File: src/rtl/sac_params.svh
// Purpose: timing, field and reset constants of the converter control
// Assumes: ref_clk at 20 MHz
// Notes: definitions only
`ifndef SAC_PARAMS_SVH
`define SAC_PARAMS_SVH

`define SAC_WIDTH 8
`define SAC_CLK_NS 50
// half period of the converter clock, also the least msb settling time
`define SAC_HALF_NS 550
`define SAC_HALF_CYC ((`SAC_HALF_NS + `SAC_CLK_NS - 1) / `SAC_CLK_NS)
`define SAC_CNT_W 8
`define SAC_CODE_MSB 8'h80
`define SAC_CODE_LSB 8'h01
`define SAC_CODE_CLEAR 8'h00
`define SAC_CNT_ZERO 8'h00
`define SAC_PINS_IDLE 4'hB

`endif

File: src/rtl/sac_pkg.sv
// Purpose: types shared by the converter control
// Assumes: nothing
// Notes: constants live in sac_params.svh
package sac_pkg;

  typedef enum logic [1:0] {
    SAC_IDLE = 2'b00,
    SAC_HOLD = 2'b01,
    SAC_WAIT_RISE = 2'b10,
    SAC_RUN = 2'b11
  } sac_state_t;

  // asynchronous pins, carried together through the synchroniser
  typedef struct packed {
    logic convert_b;
    logic cmp_above;
    logic read_b;
    logic busy_line;
  } sac_pins_t;

endpackage

File: src/rtl/sac_conv.sv
// Purpose: successive-approximation sequencer of an 8-bit converter
// Assumes: convert_b, read_b, cmp_above and busy_line_i are asynchronous pins
// Notes: converter clock is made here from ref_clk; decisions on its falling edge
// Operation
// - convert low: busy low, code msb only
// - falling edge resolves bit on trial
// - same edge sets next lower trial bit
// - eight decisions, then busy released high
// - busy rises with the lsb decision
// - async strobe, result 7.5-8.5 periods later
// - strobe low holds cleared msb-only state
// - wait rising then falling edge before msb
// - strobe low anytime aborts and restarts
// - read high tristate, low drives code
// - reads never change the code
// - enabled outputs show result at busy rise
// - free-running conversion every eighth clock
// - busy is open-drain, wire-and capable
// - code drives the ladder dac directly
`timescale 1ns/1ps
`include "sac_params.svh"

module sac_conv #(
  parameter int WIDTH = `SAC_WIDTH,
  parameter int HALF_CYC = `SAC_HALF_CYC
) (
  input wire logic ref_clk,
  input wire logic rst_b,
  input wire logic convert_b,
  input wire logic read_b,
  input wire logic cmp_above,
  input wire logic busy_line_i,
  output logic busy_o,
  output logic busy_oe,
  output logic line_free,
  output logic [WIDTH-1:0] dac_code,
  output logic [WIDTH-1:0] data_o,
  output logic [WIDTH-1:0] data_oe
);

  // ************************************************************
  // pin synchroniser
  // ************************************************************
  sac_pkg::sac_pins_t pins_raw;
  sac_pkg::sac_pins_t sync_a;
  sac_pkg::sac_pins_t sync_b;

  assign pins_raw.convert_b = convert_b;
  assign pins_raw.cmp_above = cmp_above;
  assign pins_raw.read_b = read_b;
  assign pins_raw.busy_line = busy_line_i;

  always_ff @(posedge ref_clk or negedge rst_b) begin
    if (!rst_b) begin
      sync_a <= `SAC_PINS_IDLE;
      sync_b <= `SAC_PINS_IDLE;
    end else begin
      sync_a <= pins_raw;
      sync_b <= sync_a;
    end
  end

  // ************************************************************
  // converter clock divider
  // ************************************************************
  // a fixed half period of 550 ns keeps the converter clock below its
  // maximum and gives the msb its settling time on every first decision
  logic [`SAC_CNT_W-1:0] div_cnt;
  logic [`SAC_CNT_W-1:0] next_div_cnt;
  logic conv_phase;
  logic next_conv_phase;
  logic wrap;
  logic rise_evt;
  logic fall_evt;

  assign wrap = (div_cnt == `SAC_CNT_W'(HALF_CYC - 1));
  assign rise_evt = wrap && !conv_phase;
  assign fall_evt = wrap && conv_phase;

  always_comb begin
    next_div_cnt = div_cnt + `SAC_CNT_W'(1);
    next_conv_phase = conv_phase;
    if (wrap) begin
      next_div_cnt = `SAC_CNT_ZERO;
      next_conv_phase = !conv_phase;
    end
  end

  always_ff @(posedge ref_clk or negedge rst_b) begin
    if (!rst_b) begin
      div_cnt <= `SAC_CNT_ZERO;
      conv_phase <= 1'b0;
    end else begin
      div_cnt <= next_div_cnt;
      conv_phase <= next_conv_phase;
    end
  end

  // ************************************************************
  // approximation sequencer
  // ************************************************************
  sac_pkg::sac_state_t state;
  sac_pkg::sac_state_t next_state;
  logic [WIDTH-1:0] code;
  logic [WIDTH-1:0] next_code;
  logic [WIDTH-1:0] trial;
  logic [WIDTH-1:0] next_trial;
  logic [WIDTH-1:0] lower;

  assign lower = trial >> 1;

  // per-bit decision: the bit on trial keeps or drops its 1, the next lower
  // bit becomes the new trial, every other bit holds its value
  logic [WIDTH-1:0] decided;

  genvar gi;
  generate
    for (gi = 0; gi < WIDTH; gi++) begin : g_bit
      assign decided[gi] = lower[gi] | (trial[gi] ? !sync_b.cmp_above : code[gi]);
    end
  endgenerate

  always_comb begin
    next_state = state;
    next_code = code;
    next_trial = trial;
    if (!sync_b.convert_b) begin
      // strobe is never locked out; low at any time restarts
      next_state = sac_pkg::SAC_HOLD;
      next_code = `SAC_CODE_MSB;
      next_trial = `SAC_CODE_MSB;
    end else begin
      case (state)
        sac_pkg::SAC_IDLE: begin
          next_state = sac_pkg::SAC_IDLE;
        end
        sac_pkg::SAC_HOLD: begin
          next_state = sac_pkg::SAC_WAIT_RISE;
        end
        sac_pkg::SAC_WAIT_RISE: begin
          // a rising then a falling edge: at least half a period of settling
          if (rise_evt) begin
            next_state = sac_pkg::SAC_RUN;
          end
        end
        sac_pkg::SAC_RUN: begin
          if (fall_evt) begin
            next_code = decided;
            next_trial = lower;
            if (trial == `SAC_CODE_LSB) begin
              next_state = sac_pkg::SAC_IDLE;
            end
          end
        end
        default: begin
          next_state = sac_pkg::SAC_IDLE;
        end
      endcase
    end
  end

  always_ff @(posedge ref_clk or negedge rst_b) begin
    if (!rst_b) begin
      state <= sac_pkg::SAC_IDLE;
      code <= `SAC_CODE_CLEAR;
      trial <= `SAC_CODE_CLEAR;
    end else begin
      state <= next_state;
      code <= next_code;
      trial <= next_trial;
    end
  end

  // ************************************************************
  // busy and data outputs
  // ************************************************************
  logic busy_drive;
  logic next_busy_drive;
  logic read_en;
  logic next_read_en;

  // busy leaves with the same edge that stores the lsb, so data is valid
  always_comb begin
    next_busy_drive = (next_state != sac_pkg::SAC_IDLE);
    next_read_en = !sync_b.read_b;
  end

  always_ff @(posedge ref_clk or negedge rst_b) begin
    if (!rst_b) begin
      busy_drive <= 1'b0;
      read_en <= 1'b0;
    end else begin
      busy_drive <= next_busy_drive;
      read_en <= next_read_en;
    end
  end

  // open drain: only ever pulls low, the pull-up is outside
  assign busy_o = 1'b0;
  assign busy_oe = busy_drive;
  assign line_free = sync_b.busy_line;
  assign dac_code = code;
  // reads only gate the drivers, the code is untouched
  assign data_o = code;
  genvar go;
  generate
    for (go = 0; go < WIDTH; go++) begin : g_oe
      assign data_oe[go] = read_en;
    end
  endgenerate

endmodule // sac_conv

File: config.mk
export PLATFORM = sky130hd
export DESIGN_NAME = sac_conv
export DESIGN_NICKNAME = d
export VERILOG_FILES = /design/src/rtl/sac_pkg.sv /design/src/rtl/sac_conv.sv
export VERILOG_INCLUDE_DIRS = /design/src /design/src/rtl
export SDC_FILE = /design/constraint.sdc
export NUM_CORES = 1
export LEC_CHECK = 0
export BUFFER_PORTS_ARGS = -buffer_cell sky130_fd_sc_hd__buf_2
export CAP_MARGIN = 20
export CORE_MARGIN = 10
export CORE_UTILIZATION = 49
export CTS_CLUSTER_SIZE = 20
export DETAILED_ROUTE_END_ITERATION = 10
export HOLD_SLACK_MARGIN = 0.05
export PLACE_DENSITY = 0.86
export REMOVE_ABC_BUFFERS = 1
export SKIP_LAST_GASP = 1
export SLEW_MARGIN = 30
export SYNTH_ARGS = -nofsm -noshare
export SYNTH_HDL_FRONTEND = slang
export SYNTH_SLANG_ARGS = --single-unit
File: constraint.sdc
create_clock -name ref_clk -period 1.64 [get_ports ref_clk]
set_input_delay 0.246 -clock ref_clk [delete_from_list [all_inputs] [get_ports ref_clk]]
set_output_delay 0.246 -clock ref_clk [all_outputs]
set_load 0.01 [all_outputs]
# ---- Word level (Yosys, flattened, before mapping)
# Cells that the tools add are included.
dict set report totals {
  register_bits 37
  input_bits 6
  output_inout_bits 27
  wordCells 61
}
dict set report classes {
  add_sub_neg 1
  eq_ne 8
  mux 20
  n_bitwise 7
  n_reduce_logical 9
}
# operator n
set ops {}
lappend ops {{$mux W8} 7}
lappend ops {{$add A8 B1 Y8 const B} 1}
lappend ops {{$eq A8 B1 Y1 const B} 1}
lappend ops {{$eq A8 B4 Y1 const B} 1}
lappend ops {{$mux W1} 8}
lappend ops {{$mux W2} 4}
lappend ops {{$pmux W2 S4} 1}
lappend ops {{$or A1 B1 Y1} 7}
lappend ops {{$ne A2 B1 Y1 const B} 3}
lappend ops {{$eq A2 B2 Y1 const B} 2}
lappend ops {{$logic_not A1 Y1} 3}
lappend ops {{$reduce_and A3 Y1} 1}
lappend ops {{$eq A2 B1 Y1 const B} 1}
lappend ops {{$logic_and A1 B1 Y1} 2}
lappend ops {{$logic_not A2 Y1} 1}
lappend ops {{$reduce_and A2 Y1} 1}
lappend ops {{$reduce_bool A2 Y1} 1}

# ---- Depth between registers and ports, before layout
dict set report logic_depth {
  word_depth 6
  depth_mapped 6
  ltp_nobuf 5
}

# ---- Least setup slack after synthesis
# No wires, ideal clock.
dict set report synth_path {
  kind {register to register}
  from {register div_cnt[0]}
  to {register code[7] (netlist: dac_code[7])}
  setup_time_ps 144
  arrival_time_ps 1438
  t_required_ps 1496
  path_slack_ps 58
  stages_incl_launch_ff 7
  path_buffers 1
  cell_sequence {dfrtp_1 > inv_1 > ha_1 > nand4bb_1 > buf_2 > o41ai_1 > o211ai_1}
}
dict set report synth_via {
  elab_chain_cells 4
}
# element line_no
set synth_rtl {}
lappend synth_rtl {{start: declaration} sac_conv.sv:68} ;# logic [`SAC_CNT_W-1:0] div_cnt;
lappend synth_rtl {{start signal: assignment} sac_conv.sv:91} ;# div_cnt <= `SAC_CNT_ZERO;
lappend synth_rtl {{start signal: assignment} sac_conv.sv:94} ;# div_cnt <= next_div_cnt;
lappend synth_rtl {{$eq A8 B4 Y1} sac_conv.sv:76} ;# assign wrap = (div_cnt == `SAC_CNT_W'(HALF_CYC - 1));
lappend synth_rtl {{$logic_and A1 B1 Y1} sac_conv.sv:78} ;# assign fall_evt = wrap && conv_phase;
lappend synth_rtl {{$ne A2 B1 Y1 (no source line)} -}
lappend synth_rtl {{$reduce_and A3 Y1 (no source line)} -}
lappend synth_rtl {{end signal: assignment} sac_conv.sv:165} ;# code <= `SAC_CODE_CLEAR;
lappend synth_rtl {{end signal: assignment} sac_conv.sv:169} ;# code <= next_code;
lappend synth_rtl {{end: declaration} sac_conv.sv:104} ;# logic [WIDTH-1:0] code;
# No other way between the ends.
# A chain may end at the register's enable or synchronous reset.

# ---- Final worst setup path
dict set report layout_path {
  from {register div_cnt[0]}
  to {register trial[2]}
}
dict set report layout_via {
  elab_chain_cells 4
}
# element line_no
set layout_rtl {}
lappend layout_rtl {{$eq A8 B4 Y1} sac_conv.sv:76}
lappend layout_rtl {{$logic_and A1 B1 Y1} sac_conv.sv:78}
lappend layout_rtl {{$ne A2 B1 Y1 (no source line)} -}
lappend layout_rtl {{$reduce_and A2 Y1 (no source line)} -}
lappend layout_rtl {{end signal: assignment} sac_conv.sv:166} ;# trial <= `SAC_CODE_CLEAR;
lappend layout_rtl {{end signal: assignment} sac_conv.sv:170} ;# trial <= next_trial;
lappend layout_rtl {{end: declaration} sac_conv.sv:106} ;# logic [WIDTH-1:0] trial;
# No other way between the ends.

==> metrics.cfg <==
[status]
status = finished clean

[synthesis]
synth_area_leader_cell = dfrtp_1
synthTopCellsByArea = dfrtp_1 (45%), dfstp_2 (9.1%), buf_4 (7.8%), mux2i_1 (3.5%), nand2_1 (3.3%)
synth-seq-area-share = 0.541
synth_flop_cell = dfrtp_1
yosys-top-cells-count = dfrtp_1 (31), buf_4 (18), nand2_1 (15)
synth-edff-count = 0
yosysTopAreaCellShare = 0.449
syn_inst = 157
syn_area_sq_um = 1730
synth_area_per_cell_sq_um = 11.0
ys_ff_latch = 37
yosys_warnings = 0
async_flop_share = 1.00
yosysMostFrequentCell = dfrtp_1
synth_cell_types = 36

[place]
routabilityCongestion = 0.928
numPortBuffers = 31
dpl.hpwl_um = 2650
placedCellCount = 229
placed_area_sq_um = 1940

[worst_setup_path]
worstPathArrival_ps = 1860
crit_fanout = 12
startpoint_type = flop
required_ps = 1910
path_class = flop to flop
path_buf_inv = 3
timing.rr.end = trial[2]
cp_slowest_cell = dfrtp_1
reg2reg_from = div_cnt[0]
rr_worst_depth = 7
path_delay_family = flip-flops
cp-end-kind = flop
cpPeakStageDelay_ps = 400
path_depth = 7
path_cells = inv_1 > ha_1 > nand4bb_1 > buf_6 > nor3_4 > buf_12 > mux2i_1
r2r_slack_ps = 50

[drt]
wl_um = 3500
drtIter0Drc = 68
vias = 1294
ant_nets = 0
avgRoutedWirePerCell_um = 14.4
post-route-drc-count = 0
avgViaCountPerCell = 5.33
first_pass_iters = 4

[global_route]
grt_antenna_before_repair = 0
grt.overflow.total = 0
grt.busiest_layer = met2
grt_pass1_wl_um = 6180
grt_pass1_vias = 1321
grt_max_degree = 22
use_met3 = 0.0450
gr-usage-met1 = 0.145
grt_util_all_layers = 0.120
use_met2 = 0.191

[sta]
maxSlewViolCount = 0
max_freq_mhz = 631
fin_crit_ps = 1590
setup_viol = 0
fin_crit_sh = 0.967
hold_ws_ps = 339
hold_viol_final = 0
rsz0062_at_grt = true
fin_worst_skew_ps = 15.0

[power_and_ir_drop]
p_int_mw = 1.17
leakagePower_nw = 0.926
p_sw_mw = 0.349
power_density_nw_per_um2 = 733
swShare = 0.229
comb_power_share = 0.049
seqPwrFrac = 0.622
vdd.ir_drop.worst_v = 0.000485
design_power_total_mw = 1.52
power_frac_clock = 0.330

[hold_path]
hp-class = primary input to asynchronous set/reset pin

[layout]
n_antenna_cell = 0
nNetsFinal = 204
area_delta_synth_final_pct = 20.4
layout-drive-gt1-share = 0.345
final_area_sq_um = 2080
final_cells = 243
fill_cells = 315

[floorplan]
dieArea_sq_um = 6300
coreArea_sq_um = 3360
pin_count = 33
start_util = 0.513
die_h_um = 79.4
die_w_um = 79.4
num_rows = 21

[cts]
cts.sinks = 37
clockBufferDepth = 2
cts_tree = done
cts_made_buffers = 5
clk_latency_ps = 340
clock-root-buffer = clkbuf_4
htreeDepth = 2
clkTransAtPathRegs_ps = 110

[flow_run]
cap_violations = 0

-- worst reg2reg max path, cell delays in order (launching register included) --
cell and delay [ps]:
dfrtp_1 400, inv_1 60, ha_1 160, nand4bb_1 140, buf_6 180, nor3_4 240
buf_12 160, mux2i_1 190
-- worst max-delay path by stage --
stage / start / endpoint
2_1_floorplan: div_cnt[0] / trial[0]
3_3_place_gp: div_cnt[4] / trial[3]
4_1_cts: div_cnt[0] / trial[2]
6_report: div_cnt[0] / trial[2]
3_5_place_dp: div_cnt[0] / trial[2]
5_1_grt: div_cnt[0] / trial[2]
-- kinds of logic (layout without fill, tap and decap cells) --
kind of cell | after synthesis | after routing | synth area share
simple gates | 63 | 63 | 0.213
flops | 37 | 37 | 0.541
buf+inv | 25 | 65 | 0.0942
compound gates | 16 | 16 | 0.0652
xor+xnor | 7 | 7 | 0.0355
mux | 6 | 6 | 0.0348
fa+ha+maj | 2 | 2 | 0.0145
other cells | 1 | 1 | 0.00217
-- cell usage in the layout (no fill, tap or decap), types with 2 or more instances in the layout --
cell type	n
nand3_1	6
and3_1	3
nor4_1	8
buf_2	31
buf_12	2
xor2_1	2
o21ai_0	2
mux2i_1	6
inv_1	3
dfrtp_1	31
nand2_1	15
ha_1	2
nand3b_1	7
a211oi_1	7
clkbuf_4	5
nand4_1	2
buf_4	15
nor3_1	7
dfstp_2	6
o211ai_1	2
dlygate4sd3_1	5
nor2_1	6
xnor2_1	5
-- sequential cells by signal, indices dropped and copies added, names as in the netlist --
name,count
dac_code,8
div_cnt,8
trial,8
sync_a,4
sync_b,3
state,2
busy_oe,1
conv_phase,1
line_free,1
read_en,1
-- metal layers --
| metal | share of wire | up-vias |
|---|---|---|
| met5 | 0 | - |
| met4 | 0.011 | 0 |
| met3 | 0.069 | 4 |
| met2 | 0.47 | 46 |
| met1 | 0.45 | 624 |
| li1 | - | 620 |
-- metrics by stage --
stage                     TNS, ps  setup slack, ps  utilization
after floorplan              -957             -116            -
final                           0             54.4        0.618
after CTS                       0             4.20        0.611
after global placement          0              135        0.577
after detailed placement        0             37.6        0.577
after global routing         -144            -41.5        0.618
-- timing repair --
item                                    4_1_cts  5_1_grt
pin swaps                                     1        1
setup buffers                                 0        1
hold buffers                                  5        0
endpoints found under the setup margin        2        9
hold endpoints to repair                     17        0
gates resized for setup                       0        3
-- power groups by stage --
stage               Clock (mW)  Sequential, mW  Combinational, mW
finish                   0.502           0.947             0.0740
global route             0.566           0.951             0.0840
CTS                      0.522           0.948             0.0768
detailed placement           0           0.964             0.0677
global placement             0           0.964             0.0673
floorplan                    0           0.974            0.00763
-- cell type report --
| type | instances | area (sq um) | share of cell area |
|---|---|---|---|
| Sequential cell | 37 | 933 | 0.449 |
| Multi-Input combinational cell | 95 | 643 | 0.309 |
| Timing Repair Buffer | 54 | 369 | 0.177 |
| Tap cell | 46 | 57.6 | 0.0277 |
| Clock buffer | 6 | 51.3 | 0.0247 |
| Clock inverter | 2 | 13.8 | 0.00662 |
| Inverter | 3 | 11.3 | 0.00542 |
Note: power is estimated with default switching activity, not from simulation.
